$ cat config.mk
export PLATFORM = sky130hd
export DESIGN_NAME = mbsd_ctrl
export DESIGN_NICKNAME = d
export VERILOG_FILES = /design/src/inc/mbsd_pkg.sv /design/src/mbsd_ctrl.sv /design/src/mbsd_lfsr.sv
export SDC_FILE = /design/constraint.sdc
export NUM_CORES = 1
export LEC_CHECK = 0
export BUFFER_PORTS_ARGS = -buffer_cell sky130_fd_sc_hd__buf_4
export CAP_MARGIN = 40
export CORE_MARGIN = 2
export CORE_UTILIZATION = 45
export CTS_CLUSTER_DIAMETER = 40
export DETAILED_ROUTE_END_ITERATION = 16
export HOLD_SLACK_MARGIN = 0.05
export PLACE_DENSITY = 0.75
export SYNTH_ARGS = -nofsm -noshare
export SYNTH_HDL_FRONTEND = slang
export SYNTH_HIERARCHICAL = 1
export SYNTH_SLANG_ARGS = --single-unit
$ cat constraint.sdc
create_clock -name core_clk -period 3.4 [get_ports core_clk]
set_input_delay 0.17 -clock core_clk [delete_from_list [all_inputs] [get_ports core_clk]]
set_output_delay 0.17 -clock core_clk [all_outputs]
set_load 0.01 [all_outputs]
$ cat src/inc/mbsd_pkg.sv
// Purpose: Constants for the MAC back-off, speed and duplex control block.
// Assumes: 50 MHz core clock, one register word on a plain strobe port.
// Notes: Field positions follow the lower half of the MAC control word.
package mbsd_pkg;

    localparam logic [11:0] MAC_CONTROL_ADDR = 12'h100;

    localparam int BIT_SOFT_RESET = 0;
    localparam int BIT_SPEED_LO = 1;
    localparam int BIT_DUPLEX = 3;
    localparam int BIT_BACKOFF_LO = 6;
    localparam int BIT_AUTO_SPEED = 11;
    localparam int BIT_AUTO_DUPLEX = 12;

    localparam logic [1:0] BACKOFF_LIMIT_RESET = 2'h0;
    localparam logic DUPLEX_RESET = 1'b0;
    localparam logic [1:0] SPEED_RESET = 2'h0;
    localparam logic AUTO_DUPLEX_RESET = 1'b1;
    localparam logic AUTO_SPEED_RESET = 1'b0;

    typedef enum logic [1:0]
    {
        MBSD_SPEED_10 = 2'h0,
        MBSD_SPEED_100 = 2'h1,
        MBSD_SPEED_1000 = 2'h2
    } mbsd_speed_e;

    localparam logic [3:0] EXP_CEILING = 4'ha;
    localparam logic [3:0] CAP_LIMIT_0 = 4'ha;
    localparam logic [3:0] CAP_LIMIT_1 = 4'h8;
    localparam logic [3:0] CAP_LIMIT_2 = 4'h4;
    localparam logic [3:0] CAP_LIMIT_3 = 4'h1;

    localparam int CLK_PERIOD_NS = 20;
    localparam int SLOT_10_NS = 51200;
    localparam int SLOT_100_NS = 5120;
    localparam int SLOT_1000_NS = 4096;
    // Least times, so round up
    localparam int SLOT_10_CYC = (SLOT_10_NS + CLK_PERIOD_NS - 1) / CLK_PERIOD_NS;
    localparam int SLOT_100_CYC = (SLOT_100_NS + CLK_PERIOD_NS - 1) / CLK_PERIOD_NS;
    localparam int SLOT_1000_CYC = (SLOT_1000_NS + CLK_PERIOD_NS - 1) / CLK_PERIOD_NS;

    localparam int SPEED_WINDOW_CYC = 256;
    localparam int SPEED_EDGES_100 = 4;
    localparam int SPEED_EDGES_1000 = 20;

    localparam int LFSR_WIDTH = 10;
    localparam logic [9:0] LFSR_SEED = 10'h2a5;

endpackage : mbsd_pkg

$ cat src/mbsd_ctrl.sv
// Purpose: MAC control word: back-off, duplex, speed and soft reset.
// Assumes: Strobe port master, loader presenting the chosen NV image.
// Notes: Auto detection inputs come from pins and are synchronised here.
`timescale 1ns/100ps
module mbsd_ctrl #(
    parameter int RETRY_WIDTH = 5,
    parameter int SPEED_WINDOW = mbsd_pkg::SPEED_WINDOW_CYC
)
(
    input wire logic core_clk,
    input wire logic sys_rst,
    input wire logic [11:0] reg_addr,
    input wire logic [31:0] reg_wdata,
    input wire logic reg_wr,
    input wire logic reg_rd,
    output logic [31:0] reg_rdata,
    input wire logic usb_reset,
    input wire logic soft_lite_reset,
    input wire logic rst_protect,
    input wire logic nv_load,
    input wire logic nv_eeprom_present,
    input wire logic nv_otp_programmed,
    input wire logic nv_duplex,
    input wire logic [1:0] nv_speed,
    input wire logic nv_auto_duplex_flag,
    input wire logic nv_auto_speed_flag,
    input wire logic phy_duplex_pin,
    input wire logic rx_clk_sense,
    input wire logic collision,
    input wire logic [RETRY_WIDTH-1:0] retry_count,
    output logic backoff_busy,
    output logic retry_go,
    output logic mac_soft_reset,
    output logic mac_full_duplex,
    output logic [1:0] mac_speed,
    output logic gmii_select,
    output logic auto_duplex_on,
    output logic auto_speed_on
);

    typedef enum logic [0:0] {BO_IDLE, BO_WAIT} mbsd_bo_e;

    function automatic logic [3:0] limit_cap(input logic [1:0] sel);
        case (sel)
            2'h0: limit_cap = mbsd_pkg::CAP_LIMIT_0;
            2'h1: limit_cap = mbsd_pkg::CAP_LIMIT_1;
            2'h2: limit_cap = mbsd_pkg::CAP_LIMIT_2;
            default: limit_cap = mbsd_pkg::CAP_LIMIT_3;
        endcase
    endfunction : limit_cap

    function automatic logic [3:0] min4(input logic [3:0] a, input logic [3:0] b);
        min4 = (a < b) ? a : b;
    endfunction : min4

    function automatic logic is_gig(input logic [1:0] spd);
        is_gig = spd[1];
    endfunction : is_gig

    // Configuration state
    logic [1:0] backoff_limit;
    logic duplex_select;
    logic [1:0] speed_select;
    logic auto_duplex_detect;
    logic auto_speed_detect;

    // Image last loaded from EEPROM or OTP
    logic img_duplex;
    logic [1:0] img_speed;
    logic img_auto_duplex;
    logic img_auto_speed;

    // Last detected link state
    logic det_duplex;
    logic [1:0] det_speed;

    // Pin synchronisers
    logic dpx_meta;
    logic dpx_sync;
    logic rxc_meta;
    logic rxc_sync;
    logic rxc_prev;

    // Speed measurement
    logic [15:0] win_cnt;
    logic [15:0] edge_cnt;
    logic rxc_rise;
    logic win_end;
    logic [1:0] meas_speed;

    // Back-off engine
    mbsd_bo_e bo_state;
    logic [9:0] bo_remain;
    logic [11:0] slot_cnt;
    logic [9:0] lfsr_value;
    logic [3:0] retry_clip;
    logic [3:0] exp_k;
    logic [3:0] use_bits;
    logic [9:0] use_mask;
    logic [9:0] draw;
    logic [11:0] slot_len;
    logic slot_done;

    // Bus decode and resets
    logic hit;
    logic wr_hit;
    logic rd_hit;
    logic field_reset;
    logic [31:0] read_word;
    logic [1:0] eff_speed;
    logic eff_duplex;
    logic [1:0] next_speed_src;

    mbsd_lfsr #(
        .WIDTH(mbsd_pkg::LFSR_WIDTH),
        .SEED(mbsd_pkg::LFSR_SEED)
    ) u_lfsr (
        .core_clk(core_clk),
        .sys_rst(sys_rst),
        .lfsr_value(lfsr_value)
    );

    assign hit = (reg_addr == mbsd_pkg::MAC_CONTROL_ADDR);
    assign wr_hit = reg_wr & hit;
    assign rd_hit = reg_rd & hit;
    assign field_reset = usb_reset | soft_lite_reset;

    // Pin synchronisers: first stage feeds only the second
    always_ff @(posedge core_clk)
    begin
        if (sys_rst)
        begin
            dpx_meta <= 1'b0;
            dpx_sync <= 1'b0;
            rxc_meta <= 1'b0;
            rxc_sync <= 1'b0;
            rxc_prev <= 1'b0;
        end
        else
        begin
            dpx_meta <= phy_duplex_pin;
            dpx_sync <= dpx_meta;
            rxc_meta <= rx_clk_sense;
            rxc_sync <= rxc_meta;
            rxc_prev <= rxc_sync;
        end
    end

    localparam logic [1:0] MBSD_SPEED_10_C = mbsd_pkg::MBSD_SPEED_10;
    localparam logic [1:0] MBSD_SPEED_100_C = mbsd_pkg::MBSD_SPEED_100;
    localparam logic [1:0] MBSD_SPEED_1000_C = mbsd_pkg::MBSD_SPEED_1000;

    // Speed from receive clock edges per window
    assign rxc_rise = rxc_sync & ~rxc_prev;
    assign win_end = (win_cnt == 16'(SPEED_WINDOW - 1));
    assign meas_speed = (edge_cnt >= 16'(mbsd_pkg::SPEED_EDGES_1000)) ? MBSD_SPEED_1000_C :
                        (edge_cnt >= 16'(mbsd_pkg::SPEED_EDGES_100)) ? MBSD_SPEED_100_C :
                        MBSD_SPEED_10_C;

    always_ff @(posedge core_clk)
    begin
        if (sys_rst | win_end)
        begin
            win_cnt <= 16'h0000;
            edge_cnt <= 16'h0000;
        end
        else
        begin
            win_cnt <= win_cnt + 16'h0001;
            if (rxc_rise && edge_cnt != 16'hffff)
                edge_cnt <= edge_cnt + 16'h0001;
        end
    end

    // Detected values are only refreshed while detection is on
    always_ff @(posedge core_clk)
    begin
        if (sys_rst)
        begin
            det_duplex <= mbsd_pkg::DUPLEX_RESET;
            det_speed <= mbsd_pkg::SPEED_RESET;
        end
        else
        begin
            if (auto_duplex_detect)
                det_duplex <= dpx_sync;
            if (auto_speed_detect && win_end)
                det_speed <= meas_speed;
        end
    end

    // Image capture; the EEPROM or OTP image the loader presents beats hard defaults
    always_ff @(posedge core_clk)
    begin
        if (sys_rst)
        begin
            img_duplex <= mbsd_pkg::DUPLEX_RESET;
            img_speed <= mbsd_pkg::SPEED_RESET;
            img_auto_duplex <= mbsd_pkg::AUTO_DUPLEX_RESET;
            img_auto_speed <= mbsd_pkg::AUTO_SPEED_RESET;
        end
        else if (nv_load)
        begin
            if (nv_eeprom_present | nv_otp_programmed)
            begin
                img_duplex <= nv_duplex;
                img_speed <= nv_speed;
                img_auto_duplex <= nv_auto_duplex_flag;
                img_auto_speed <= nv_auto_speed_flag;
            end
            else
            begin
                img_duplex <= mbsd_pkg::DUPLEX_RESET;
                img_speed <= mbsd_pkg::SPEED_RESET;
                img_auto_duplex <= mbsd_pkg::AUTO_DUPLEX_RESET;
                img_auto_speed <= mbsd_pkg::AUTO_SPEED_RESET;
            end
        end
    end

    // The source of a reload: a fresh image wins over the stored one
    assign next_speed_src = nv_load ?
        ((nv_eeprom_present | nv_otp_programmed) ? nv_speed : mbsd_pkg::SPEED_RESET) :
        img_speed;

    // Control fields
    always_ff @(posedge core_clk)
    begin
        if (sys_rst)
        begin
            backoff_limit <= mbsd_pkg::BACKOFF_LIMIT_RESET;
            duplex_select <= mbsd_pkg::DUPLEX_RESET;
            speed_select <= mbsd_pkg::SPEED_RESET;
            auto_duplex_detect <= mbsd_pkg::AUTO_DUPLEX_RESET;
            auto_speed_detect <= mbsd_pkg::AUTO_SPEED_RESET;
        end
        else if (nv_load)
        begin
            duplex_select <= (nv_eeprom_present | nv_otp_programmed) ?
                             nv_duplex : mbsd_pkg::DUPLEX_RESET;
            speed_select <= next_speed_src;
            auto_duplex_detect <= (nv_eeprom_present | nv_otp_programmed) ?
                                  nv_auto_duplex_flag : mbsd_pkg::AUTO_DUPLEX_RESET;
            auto_speed_detect <= (nv_eeprom_present | nv_otp_programmed) ?
                                 nv_auto_speed_flag : mbsd_pkg::AUTO_SPEED_RESET;
        end
        else if (field_reset)
        begin
            // Protected resets keep the link mode software chose
            if (!rst_protect)
            begin
                duplex_select <= img_duplex;
                speed_select <= img_speed;
            end
            auto_duplex_detect <= img_auto_duplex;
            auto_speed_detect <= img_auto_speed;
            backoff_limit <= mbsd_pkg::BACKOFF_LIMIT_RESET;
        end
        else if (wr_hit)
        begin
            backoff_limit <= reg_wdata[mbsd_pkg::BIT_BACKOFF_LO +: 2];
            auto_duplex_detect <= reg_wdata[mbsd_pkg::BIT_AUTO_DUPLEX];
            auto_speed_detect <= reg_wdata[mbsd_pkg::BIT_AUTO_SPEED];
            if (!auto_duplex_detect)
                duplex_select <= reg_wdata[mbsd_pkg::BIT_DUPLEX];
            if (!auto_speed_detect)
                speed_select <= reg_wdata[mbsd_pkg::BIT_SPEED_LO +: 2];
        end
    end

    // Self-clearing MAC reset, one cycle wide
    always_ff @(posedge core_clk)
    begin
        if (sys_rst)
            mac_soft_reset <= 1'b0;
        else
            mac_soft_reset <= wr_hit & reg_wdata[mbsd_pkg::BIT_SOFT_RESET];
    end

    // Operating mode seen by the MAC datapath
    assign eff_speed = auto_speed_detect ? det_speed : speed_select;
    // Gigabit forces full duplex whatever bit 3 says
    assign eff_duplex = (auto_duplex_detect ? det_duplex : duplex_select)
                        | is_gig(eff_speed);

    always_ff @(posedge core_clk)
    begin
        if (sys_rst)
        begin
            mac_full_duplex <= mbsd_pkg::DUPLEX_RESET;
            mac_speed <= mbsd_pkg::SPEED_RESET;
            gmii_select <= 1'b0;
        end
        else
        begin
            mac_full_duplex <= eff_duplex;
            mac_speed <= eff_speed;
            gmii_select <= is_gig(eff_speed);
        end
    end

    assign auto_duplex_on = auto_duplex_detect;
    assign auto_speed_on = auto_speed_detect;

    // Back-off draw
    assign retry_clip = (retry_count > RETRY_WIDTH'(mbsd_pkg::EXP_CEILING)) ?
                        mbsd_pkg::EXP_CEILING : 4'(retry_count);
    assign exp_k = min4(retry_clip, mbsd_pkg::EXP_CEILING);
    assign use_bits = min4(exp_k, limit_cap(backoff_limit));
    assign use_mask = 10'((11'h001 << use_bits) - 11'h001);
    assign draw = lfsr_value & use_mask;

    // Slot length tracks the operating speed
    assign slot_len = is_gig(eff_speed) ? 12'(mbsd_pkg::SLOT_1000_CYC) :
                      eff_speed[0] ? 12'(mbsd_pkg::SLOT_100_CYC) :
                      12'(mbsd_pkg::SLOT_10_CYC);
    assign slot_done = (slot_cnt == slot_len - 12'h001);

    always_ff @(posedge core_clk)
    begin
        if (sys_rst | mac_soft_reset)
        begin
            bo_state <= BO_IDLE;
            bo_remain <= 10'h000;
            slot_cnt <= 12'h000;
            retry_go <= 1'b0;
        end
        else
        begin
            retry_go <= 1'b0;
            unique case (bo_state)
                BO_IDLE:
                begin
                    slot_cnt <= 12'h000;
                    if (collision)
                    begin
                        // A zero draw retries at once
                        if (draw == 10'h000)
                            retry_go <= 1'b1;
                        else
                        begin
                            bo_remain <= draw;
                            bo_state <= BO_WAIT;
                        end
                    end
                end
                BO_WAIT:
                begin
                    if (slot_done)
                    begin
                        slot_cnt <= 12'h000;
                        bo_remain <= bo_remain - 10'h001;
                        if (bo_remain == 10'h001)
                        begin
                            retry_go <= 1'b1;
                            bo_state <= BO_IDLE;
                        end
                    end
                    else
                        slot_cnt <= slot_cnt + 12'h001;
                end
            endcase
        end
    end

    assign backoff_busy = (bo_state == BO_WAIT);

    // Read view; writes to a field in auto mode leave it alone
    always_comb
    begin
        read_word = 32'h0000_0000;
        read_word[mbsd_pkg::BIT_AUTO_DUPLEX] = auto_duplex_detect;
        read_word[mbsd_pkg::BIT_AUTO_SPEED] = auto_speed_detect;
        read_word[mbsd_pkg::BIT_BACKOFF_LO +: 2] = backoff_limit;
        read_word[mbsd_pkg::BIT_DUPLEX] = auto_duplex_detect ?
                                          det_duplex : duplex_select;
        read_word[mbsd_pkg::BIT_SPEED_LO +: 2] = auto_speed_detect ?
                                                 det_speed : speed_select;
        read_word[mbsd_pkg::BIT_SOFT_RESET] = 1'b0;
    end

    // Unmapped reads return zero; data only in the cycle after the strobe
    always_ff @(posedge core_clk)
    begin
        if (sys_rst)
            reg_rdata <= 32'h0000_0000;
        else if (rd_hit)
            reg_rdata <= read_word;
        else
            reg_rdata <= 32'h0000_0000;
    end

endmodule : mbsd_ctrl

$ cat src/mbsd_lfsr.sv
// Purpose: Free-running Fibonacci LFSR used as the back-off random source.
// Assumes: Width of 10 with taps at 10 and 7, a maximal-length sequence.
// Notes: The all-zero state is locked out by the nonzero seed.
`timescale 1ns/100ps
module mbsd_lfsr #(
    parameter int WIDTH = 10,
    parameter logic [WIDTH-1:0] SEED = 10'h2a5
)
(
    input wire logic core_clk,
    input wire logic sys_rst,
    output logic [WIDTH-1:0] lfsr_value
);

    logic feedback;

    // Taps fit the default width; other widths need their own taps
    assign feedback = lfsr_value[WIDTH-1] ^ lfsr_value[WIDTH-4];

    always_ff @(posedge core_clk)
    begin
        if (sys_rst)
            lfsr_value <= SEED;
        else
            lfsr_value <= {lfsr_value[WIDTH-2:0], feedback};
    end

endmodule : mbsd_lfsr

==> results of run 1 <==
-- state kept, by name, summed over array words and instances, names as in the netlist, 2 cells and up --
name               cells
slot_cnt              12
u_lfsr/lfsr_value     10
bo_remain             10
reg_rdata              7
mac_speed              2
edge_cnt              16
backoff_limit          2
img_speed              2
det_speed              2
win_cnt               16
speed_select           2
-- cells by family after synthesis --
| logic type | Yosys count | synth area share (%) |
|---|---|---|
| other | 1 | 0.0769 |
| buffers and inverters | 64 | 7.16 |
| AO/OA/AOI/OAI | 105 | 15.5 |
| AND/OR/NAND/NOR | 251 | 25.9 |
| flip-flops | 97 | 39.8 |
| XOR/XNOR | 35 | 6.29 |
| adder cells (fa/ha/maj) | 11 | 2.82 |
| multiplexers | 12 | 2.46 |
-- metrics by stage --
step / hold slack (ns) / std cells
floorplan: 0.242 / 600
global placement: 0.385 / 795
detailed placement: 0.386 / 795
CTS: 0.0541 / 818
global route: 0.0538 / 819
finish: 0.0747 / 819
-- critical path: stages, from the launching register on --
cell and delay [ns]:
sky130_fd_sc_hd__dfxtp_2 0.35, sky130_fd_sc_hd__or2_4 0.26, sky130_fd_sc_hd__ha_4 0.24, sky130_fd_sc_hd__o211ai_1 0.31, sky130_fd_sc_hd__nand2_1 0.12, sky130_fd_sc_hd__a22o_1 0.25, sky130_fd_sc_hd__or3_1 0.31, sky130_fd_sc_hd__ha_1 0.29
sky130_fd_sc_hd__nand2b_4 0.12, sky130_fd_sc_hd__nand2_2 0.04, sky130_fd_sc_hd__a311o_1 0.30, sky130_fd_sc_hd__nor4b_4 0.38, sky130_fd_sc_hd__a21o_4 0.22, sky130_fd_sc_hd__nor2_1 0.06, sky130_fd_sc_hd__o221a_1 0.21
-- final cells by class --
cell class	instances	area, um^2
clock buffers	9	124
clock inverters	7	58.8
fillers	950	4750
inverters	22	82.6
multi-input cells	440	2770
flip-flops and latches	97	1940
well taps	140	175
repair buffers	104	797
-- how the worst max path moves through the flow --
stage / startpoint / to / depth (start not counted)
2_1_floorplan: backoff_limit[0]$_SDFFE_PP0P_ / bo_remain[3]$_SDFFE_PP0P_ / 15
3_3_place_gp: retry_count[3] / bo_remain[5]$_SDFFE_PP0P_ / 16
3_5_place_dp: retry_count[3] / bo_remain[5]$_SDFFE_PP0P_ / 16
4_1_cts: backoff_limit[0]$_SDFFE_PP0P_ / bo_remain[5]$_SDFFE_PP0P_ / 14
5_1_grt: backoff_limit[1]$_SDFFE_PP0P_ / bo_remain[4]$_SDFFE_PP0P_ / 17
6_report: backoff_limit[0]$_SDFFE_PP0P_ / bo_remain[5]$_SDFFE_PP0P_ / 14
-- where the power goes --
group | internal (uW) | leakage [uW] | total [uW] | switching [uW]
clock network | 282 | 0.0000982 | 709 | 427
logic | 177 | 0.00158 | 374 | 197
registers | 1170 | 0.000791 | 1210 | 34.4
total | 1630 | 0.00247 | 2290 | 658
-- placed cells by master, fill, tap and decap left out, drive strengths merged, types with 6 or more instances in the layout --
cell type	instances
nand3	28
nand4	7
mux2i	12
nor2	81
ha	11
or2	8
inv	27
and3	16
o211ai	6
nor4	8
conb	25
or3	7
nand2	39
and2	12
dfxtp	97
a21oi	33
xnor2	15
nor3	11
clkbuf	9
buf	99
nand2b	9
nor2b	12
o21ai	18
xor2	20
-- metal layers --
metal	up-vias	GRT usage (%)	routed length [um]
met5	-	0	0
met4	0	6.59	144
met3	12	5.06	490
met2	107	34.7	5420
met1	2008	23.1	4820
li1	2160	-	-
-- repair_timing --
item                                    in CTS  in global routing
gates cloned                                 1                  0
resized for setup                            8                  3
setup buffers                                2                  0
hold endpoints to repair                     4                  1
hold buffers                                 4                  1
endpoints found under the setup margin      11                 12
pin swaps                                    9                  3
==> metrics.md, run 1 <==
| Metric | Value |
|---|---|
| X dimension of the die | `around 110 um` |
| Cell with the most instances after synthesis | `sky130_fd_sc_hd__dfxtp_1` |
| Reg clk slew, reported paths | `0.10 ns` |
| Final weighted congestion in routability-driven placement | `0.938` |
| Total length of routed wires | `10.9 mm` |
| Result of the run | `complete, but fails checks` |
| Flop and latch count out of synthesis | `97` |
| Global-route wire length before repair | `18.5 mm` |
| Maximum number of pins on one net before global-route repair | `41` |
| Type of the most critical hold path | `input pin to register` |
| Avg Vias per Cell | `5.23` |
| Sink of the worst hold path | `img_auto_speed$_SDFFE_PP0P_` |
| Synth area leader | `sky130_fd_sc_hd__dfxtp_1` |
| Starting Density | `45.6%` |
| Number of DRC violations after detailed routing | `0` |
| Number of port buffers | `58` |
| Power density over the cells | `385 mW/mm^2` |
| Final worst setup slack | `-0.171 ns` |
| Max VDD drop | `0.000309 V` |
| Setup slack of the most critical reg-to-reg path | `-0.17 ns` |
| Number of detailed-routing iterations run before antenna repair | `4` |
| FF-to-FF path depth | `14` |
| Share of final-layout standard cells stronger than drive strength 1 | `a little over a fifth` |
| Cells after synthesis | `576` |
| Unique cell type count in the Yosys netlist | `63` |
| Overall track demand over capacity in global routing | `19.6%` |
| Leak Pwr | `0.00247 uW` |
| ANT cells | `0` |
| HPWL after detailed placement | `8.10 mm` |
| Worst slew pin tran | `0.752 ns` |
| Clock skew | `about 0.015 ns` |
| Critical R2R Launch | `backoff_limit[0]$_SDFFE_PP0P_` |
| Number of cells traversed by the worst hold path | `3` |
| Clock buffer depth | `2` |
| Share of the clock period used by the worst path | `105%` |
| Maximum fanout encountered on the critical timing path | `6` |
| Initial antenna violation count | `0` |
| Clock tree from TritonCTS | `yes` |
| Post-route cell area | `slightly below 0.006 mm^2` |
| Average wire per cell in the routed design | `13.3 um` |
| Total of max-cap violations | `0` |
| Dominant register cell in the synthesized netlist | `sky130_fd_sc_hd__dfxtp_1` |
| Total core area | `0.0107 mm^2` |
| Number of nets with antenna violations after detailed routing | `0` |
| Area share of the largest cell type after synthesis | `39.8%` |
| Number of hold-slack violations in the final timing report | `0` |
| Total clock buffers created by CTS | `9` |
| Cell types occupying the most area after synthesis | `sky130_fd_sc_hd__dfxtp_1 (40%), sky130_fd_sc_hd__nor2_1 (6.2%), sky130_fd_sc_hd__buf_4 (4.2%)` |
| Kind of launch point of the worst setup path | `register` |
| Layout overhead on the synthesized area | `22.0%` |
| Avg Cell Area, Syn | `between 8 and 9 um^2` |
| Worst Path Class, Setup | `register to register` |
| Post-layout nets | `~750` |
| Sum of internal, switching and leakage power | `~2300 uW` |
| Setup slack after placement | `-0.299 ns` |
| DRC marker count from the first detailed-route iteration | `119` |
| Number of slew-limit violations in the final report | `0` |
| Total Die Area | `approximately 0.012 mm^2` |
| Async S/R FF share, synth | `0%` |
| Start point of the worst min-delay path | `nv_auto_speed_flag` |
| Violations in the final reports | `negative setup slack` |
| Clock latency on the worst-skew pair | `roughly 0.37 ns` |
| Post-Place Cell Area | `between 0.005 and 0.006 mm^2` |
| Count of endpoints failing setup in the final report | `12` |
| Achievable Freq | `0.280 GHz` |
| Clock period minus final worst setup slack | `3.57 ns` |
| Utilization after layout | `55.6%` |
| I/O pin total | `108` |
| Max-Slew Margin vs Limit | `49.7%` |
| Capture instance of the worst register-to-register path | `bo_remain[5]$_SDFFE_PP0P_` |
| Number of sinks on the clock net | `97` |
| Req. time, crit path | `3.66 ns` |
| Overall overflow remaining after global route | `0` |
| Die extent in y | `108 um` |
| Number of global-route vias before repair | `4,170` |
| DR vias | `approximately 4,300` |
| # rows | `38` |
| Clock Tree Root | `sky130_fd_sc_hd__clkbuf_8` |
| Yosys warns | `6` |
| Most common library cells after synthesis | `sky130_fd_sc_hd__dfxtp_1 (97), sky130_fd_sc_hd__nor2_1 (81), sky130_fd_sc_hd__nand2_1 (39)` |
| Sequential share of the synthesized area | `39.8%` |
| Number of enable flip-flop cells after synthesis | `0` |
| Worst Setup End Kind | `register` |
| Critical path data arrival time | `3.83 ns` |
| Max H-tree Level | `3` |
| Unrepaired setup endpoints after global routing | `true` |
| Setup_tns | `-1.52 ns` |
| Cell area after technology mapping | `about 0.005 mm^2` |
(Power assumes the default switching activity.)
==> run 2: changes to the inputs <==
--- a/config.mk
+++ b/config.mk
@@ -7,12 +7,13 @@
 export LEC_CHECK = 0
 export BUFFER_PORTS_ARGS = -buffer_cell sky130_fd_sc_hd__buf_4
 export CAP_MARGIN = 40
-export CORE_MARGIN = 2
+export CORE_MARGIN = 5
 export CORE_UTILIZATION = 45
 export CTS_CLUSTER_DIAMETER = 40
 export DETAILED_ROUTE_END_ITERATION = 16
 export HOLD_SLACK_MARGIN = 0.05
 export PLACE_DENSITY = 0.75
+export SKIP_CTS_REPAIR_TIMING = 1
 export SYNTH_ARGS = -nofsm -noshare
 export SYNTH_HDL_FRONTEND = slang
 export SYNTH_HIERARCHICAL = 1
==> metrics.md, run 2 (synthesis gave the netlist of run 1 again) <==
| Metric | Value |
|---|---|
| Starting Density | `45.4% (-0.20 points)` |
| Register share of total power | `52.4% (-0.3 points)` |
| Post-layout nets | `744 (-1.1%)` |
| Max-Slew Margin vs Limit | `50.6% (+0.98 points)` |
| Result of the run | `complete, but fails checks` |
| Net load switching power | `616 uW (-6.4%)` |
| DRC marker count from the first detailed-route iteration | `316 (+170%)` |
| CP Cell Sequence | `or2_4 -> ha_4 -> o211ai_1 -> nand2_1 -> a22o_1 -> or3_1 -> ha_1 -> nand2b_4 -> nand2_2 -> a311o_1 -> nor4b_4 -> a21o_4 -> buf_4 -> o221a_1` |
| Relative contribution of the clock network to total power | `31.4% (+0.5 points)` |
| Share of the clock period used by the worst path | `106% (+0.53 points)` |
| Critical R2R Launch | `backoff_limit[1]$_SDFFE_PP0P_` |
| Total Die Area | `0.0130 mm^2 (+11%)` |
| Number of DRC violations after detailed routing | `0 (unchanged)` |
| Number of detailed-routing iterations run before antenna repair | `4 (unchanged)` |
| Clock buffer depth | `2 (unchanged)` |
| Worst slew pin tran | `0.738 ns (-0.0146 ns)` |
| Average wire per cell in the routed design | `13.7 um (+3.0%)` |
| Maximum number of pins on one net before global-route repair | `41 (unchanged)` |
| Count of endpoints failing setup in the final report | `11 (-1)` |
| Avg Vias per Cell | `5.32 (+1.6%)` |
| Reg clk slew, reported paths | `0.09 ns (about the same)` |
| Initial antenna violation count | `0 (unchanged)` |
| Leak Pwr | `0.00242 uW (-2.1%)` |
| Req. time, crit path | `3.71 ns (+0.05 ns)` |
| Final weighted congestion in routability-driven placement | `0.986 (+5.1%)` |
| Final worst setup slack | `-0.189 ns (-0.0181 ns)` |
| ANT cells | `0 (unchanged)` |
| Overall overflow remaining after global route | `0 (unchanged)` |
| Internal power of the cells | `1690 uW (+3.4%)` |
| Family with the most delay on the worst path | `compound AO/OA/AOI/OAI gates` |
| Clock latency on the worst-skew pair | `0.36 ns (about the same)` |
| Die extent in y | `114 um (+5.6%)` |
| Violations in the final reports | `negative setup slack` |
| Share of final-layout standard cells stronger than drive strength 1 | `21.2% (-0.78 points)` |
| Number of slew-limit violations in the final report | `0 (unchanged)` |
| Number of nets with antenna violations after detailed routing | `0 (unchanged)` |
| Worst Setup End Kind | `register` |
| Clock period minus final worst setup slack | `3.59 ns (+0.0181 ns)` |
| Logic gate share of total power | `16.2% (about the same)` |
| Source of the critical timing path | `backoff_limit[1]$_SDFFE_PP0P_` |
| Number of hold-slack violations in the final timing report | `0 (unchanged)` |
| Global-route wire length before repair | `18.6 mm (+0.71%)` |
| Max VDD drop | `0.000260 V (-16%)` |
| # rows | `38 (unchanged)` |
| Layout overhead on the synthesized area | `20.9%` |
| Stage delay of the slowest cell on the critical path | `0.36 ns (-0.02 ns)` |
| Clock tree from TritonCTS | `yes` |
| Unrepaired setup endpoints after global routing | `true` |
| Total of max-cap violations | `0 (unchanged)` |
| Setup_tns | `-1.61 ns (-0.0938 ns)` |
| Critical path data arrival time | `3.89 ns (+0.06 ns)` |
| Total clock buffers created by CTS | `9 (unchanged)` |
| Achievable Freq | `0.279 GHz (-0.50%)` |
| Kind of launch point of the worst setup path | `register` |
| Maximum fanout encountered on the critical timing path | `7 (+1)` |
| DR vias | `4,312 (+0.58%)` |
| Capture instance of the worst register-to-register path | `bo_remain[5]$_SDFFE_PP0P_` |
| Post-Route Hold Slack | `0.0591 ns (-0.0155 ns)` |
| Critical path depth | `14 (unchanged)` |
| Largest regs | `edge_cnt: 16 flops, win_cnt: 16 flops, slot_cnt: 12 flops` |
| Power density over the cells | `391 mW/mm^2 (+1.5%)` |
| Clock skew | `0.0108 ns (-0.00371 ns)` |
| Number of sinks on the clock net | `97 (unchanged)` |
| Total length of routed wires | `11.1 mm (+2.0%)` |
| Number of global-route vias before repair | `4,203 (+0.79%)` |
| Overall track demand over capacity in global routing | `17.2% (-2.5 points)` |
| Filler cells | `973 (+2.4%)` |
| HPWL after detailed placement | `8.21 mm (+1.3%)` |
| Clock Tree Root | `sky130_fd_sc_hd__clkbuf_8` |
| Number of cells traversed by the worst hold path | `3 (unchanged)` |
| I/O pin total | `108 (unchanged)` |
| Max H-tree Level | `3 (unchanged)` |
| Type of the most critical hold path | `input pin to register` |
| Sink of the worst hold path | `backoff_limit[1]$_SDFFE_PP0P_` |
| Number of buffers and inverters on the critical path | `1 (+1)` |
| FF-to-FF path depth | `14 (unchanged)` |
| Total core area | `0.0107 mm^2 (+0.44%)` |
| Most common library cell in the layout ignoring fill and taps | `sky130_fd_sc_hd__dfxtp_1` |
| Utilization after layout | `54.9% (-0.76 points)` |
| Net switching fraction of the power | `26.7% (-2.0 points)` |
| Setup slack of the most critical reg-to-reg path | `-0.19 ns (-0.02 ns)` |
| Start point of the worst min-delay path | `reg_wdata[7]` |
| Number of port buffers | `58 (unchanged)` |
| X dimension of the die | `114 um (+5.6%)` |
| Commonest cells after routing, fill and taps aside | `sky130_fd_sc_hd__dfxtp_1 (95), sky130_fd_sc_hd__buf_4 (93), sky130_fd_sc_hd__nor2_1 (80), sky130_fd_sc_hd__nand2_1 (38)` |
| Cell at the slowest stage of the critical path | `sky130_fd_sc_hd__a311o_1` |
| Worst Path Class, Setup | `register to register` |
## run 2: routing by layer
layer	GRT usage [%]	up-vias	wire length [um]
met3	4.07	28	598
met4	7.13	0	263
met1	20.3	2035	4600
met2	29.9	111	5630
li1	-	2138	-
met5	0	-	0
## run 2: worst max path at each step
| stage | endpoint |
|---|---|
| floorplan | bo_remain[3]$_SDFFE_PP0P_ |
| global placement | bo_remain[5]$_SDFFE_PP0P_ |
| detailed placement | bo_remain[2]$_SDFFE_PP0P_ |
| CTS | bo_remain[5]$_SDFFE_PP0P_ |
| global route | bo_remain[9]$_SDFFE_PP0P_ |
| finish | bo_remain[5]$_SDFFE_PP0P_ |
## run 2: final cells by class
type,count,area (um^2),area share [%]
clock buffer,12,135,2.29
clock inverter,4,53.8,0.912
inverter,22,82.6,1.40
multi-input combinational,439,2770,46.9
sequential,97,1940,33.0
tap,140,175,2.97
timing repair buffer,97,741,12.6
## run 2: worst reg2reg max path: cells and delay by family, from the launching register on
family                     cells  cell delay [ns]
buffers and inverters          1             0.15
adders and majority gates      2             0.50
AOI/OAI and AO/OA              5             1.33
and+or+nand+nor                6             1.22
DFF                            1             0.35
## run 2: power groups by stage
stage | sequential (uW) | clock (uW) | combinational (uW)
6_report | 1210 | 724 | 373
5_1_grt | 1210 | 803 | 409
4_1_cts | 1210 | 749 | 352
3_5_place_dp | 1230 | 0 | 348
3_3_place_gp | 1230 | 0 | 338
2_1_floorplan | 1220 | 0 | 244
## run 2: per-stage QoR
stage / setup slack [ns] / cell area, um^2 / cells / total power (uW)
detailed placement: -0.301 / 5600 / 790 / 1580
CTS: -0.195 / 5790 / 806 / 2310
floorplan: -0.105 / 5000 / 600 / 1470
global route: -0.396 / 5900 / 811 / 2430
global placement: -0.164 / 5600 / 790 / 1570
finish: -0.189 / 5900 / 811 / 2300
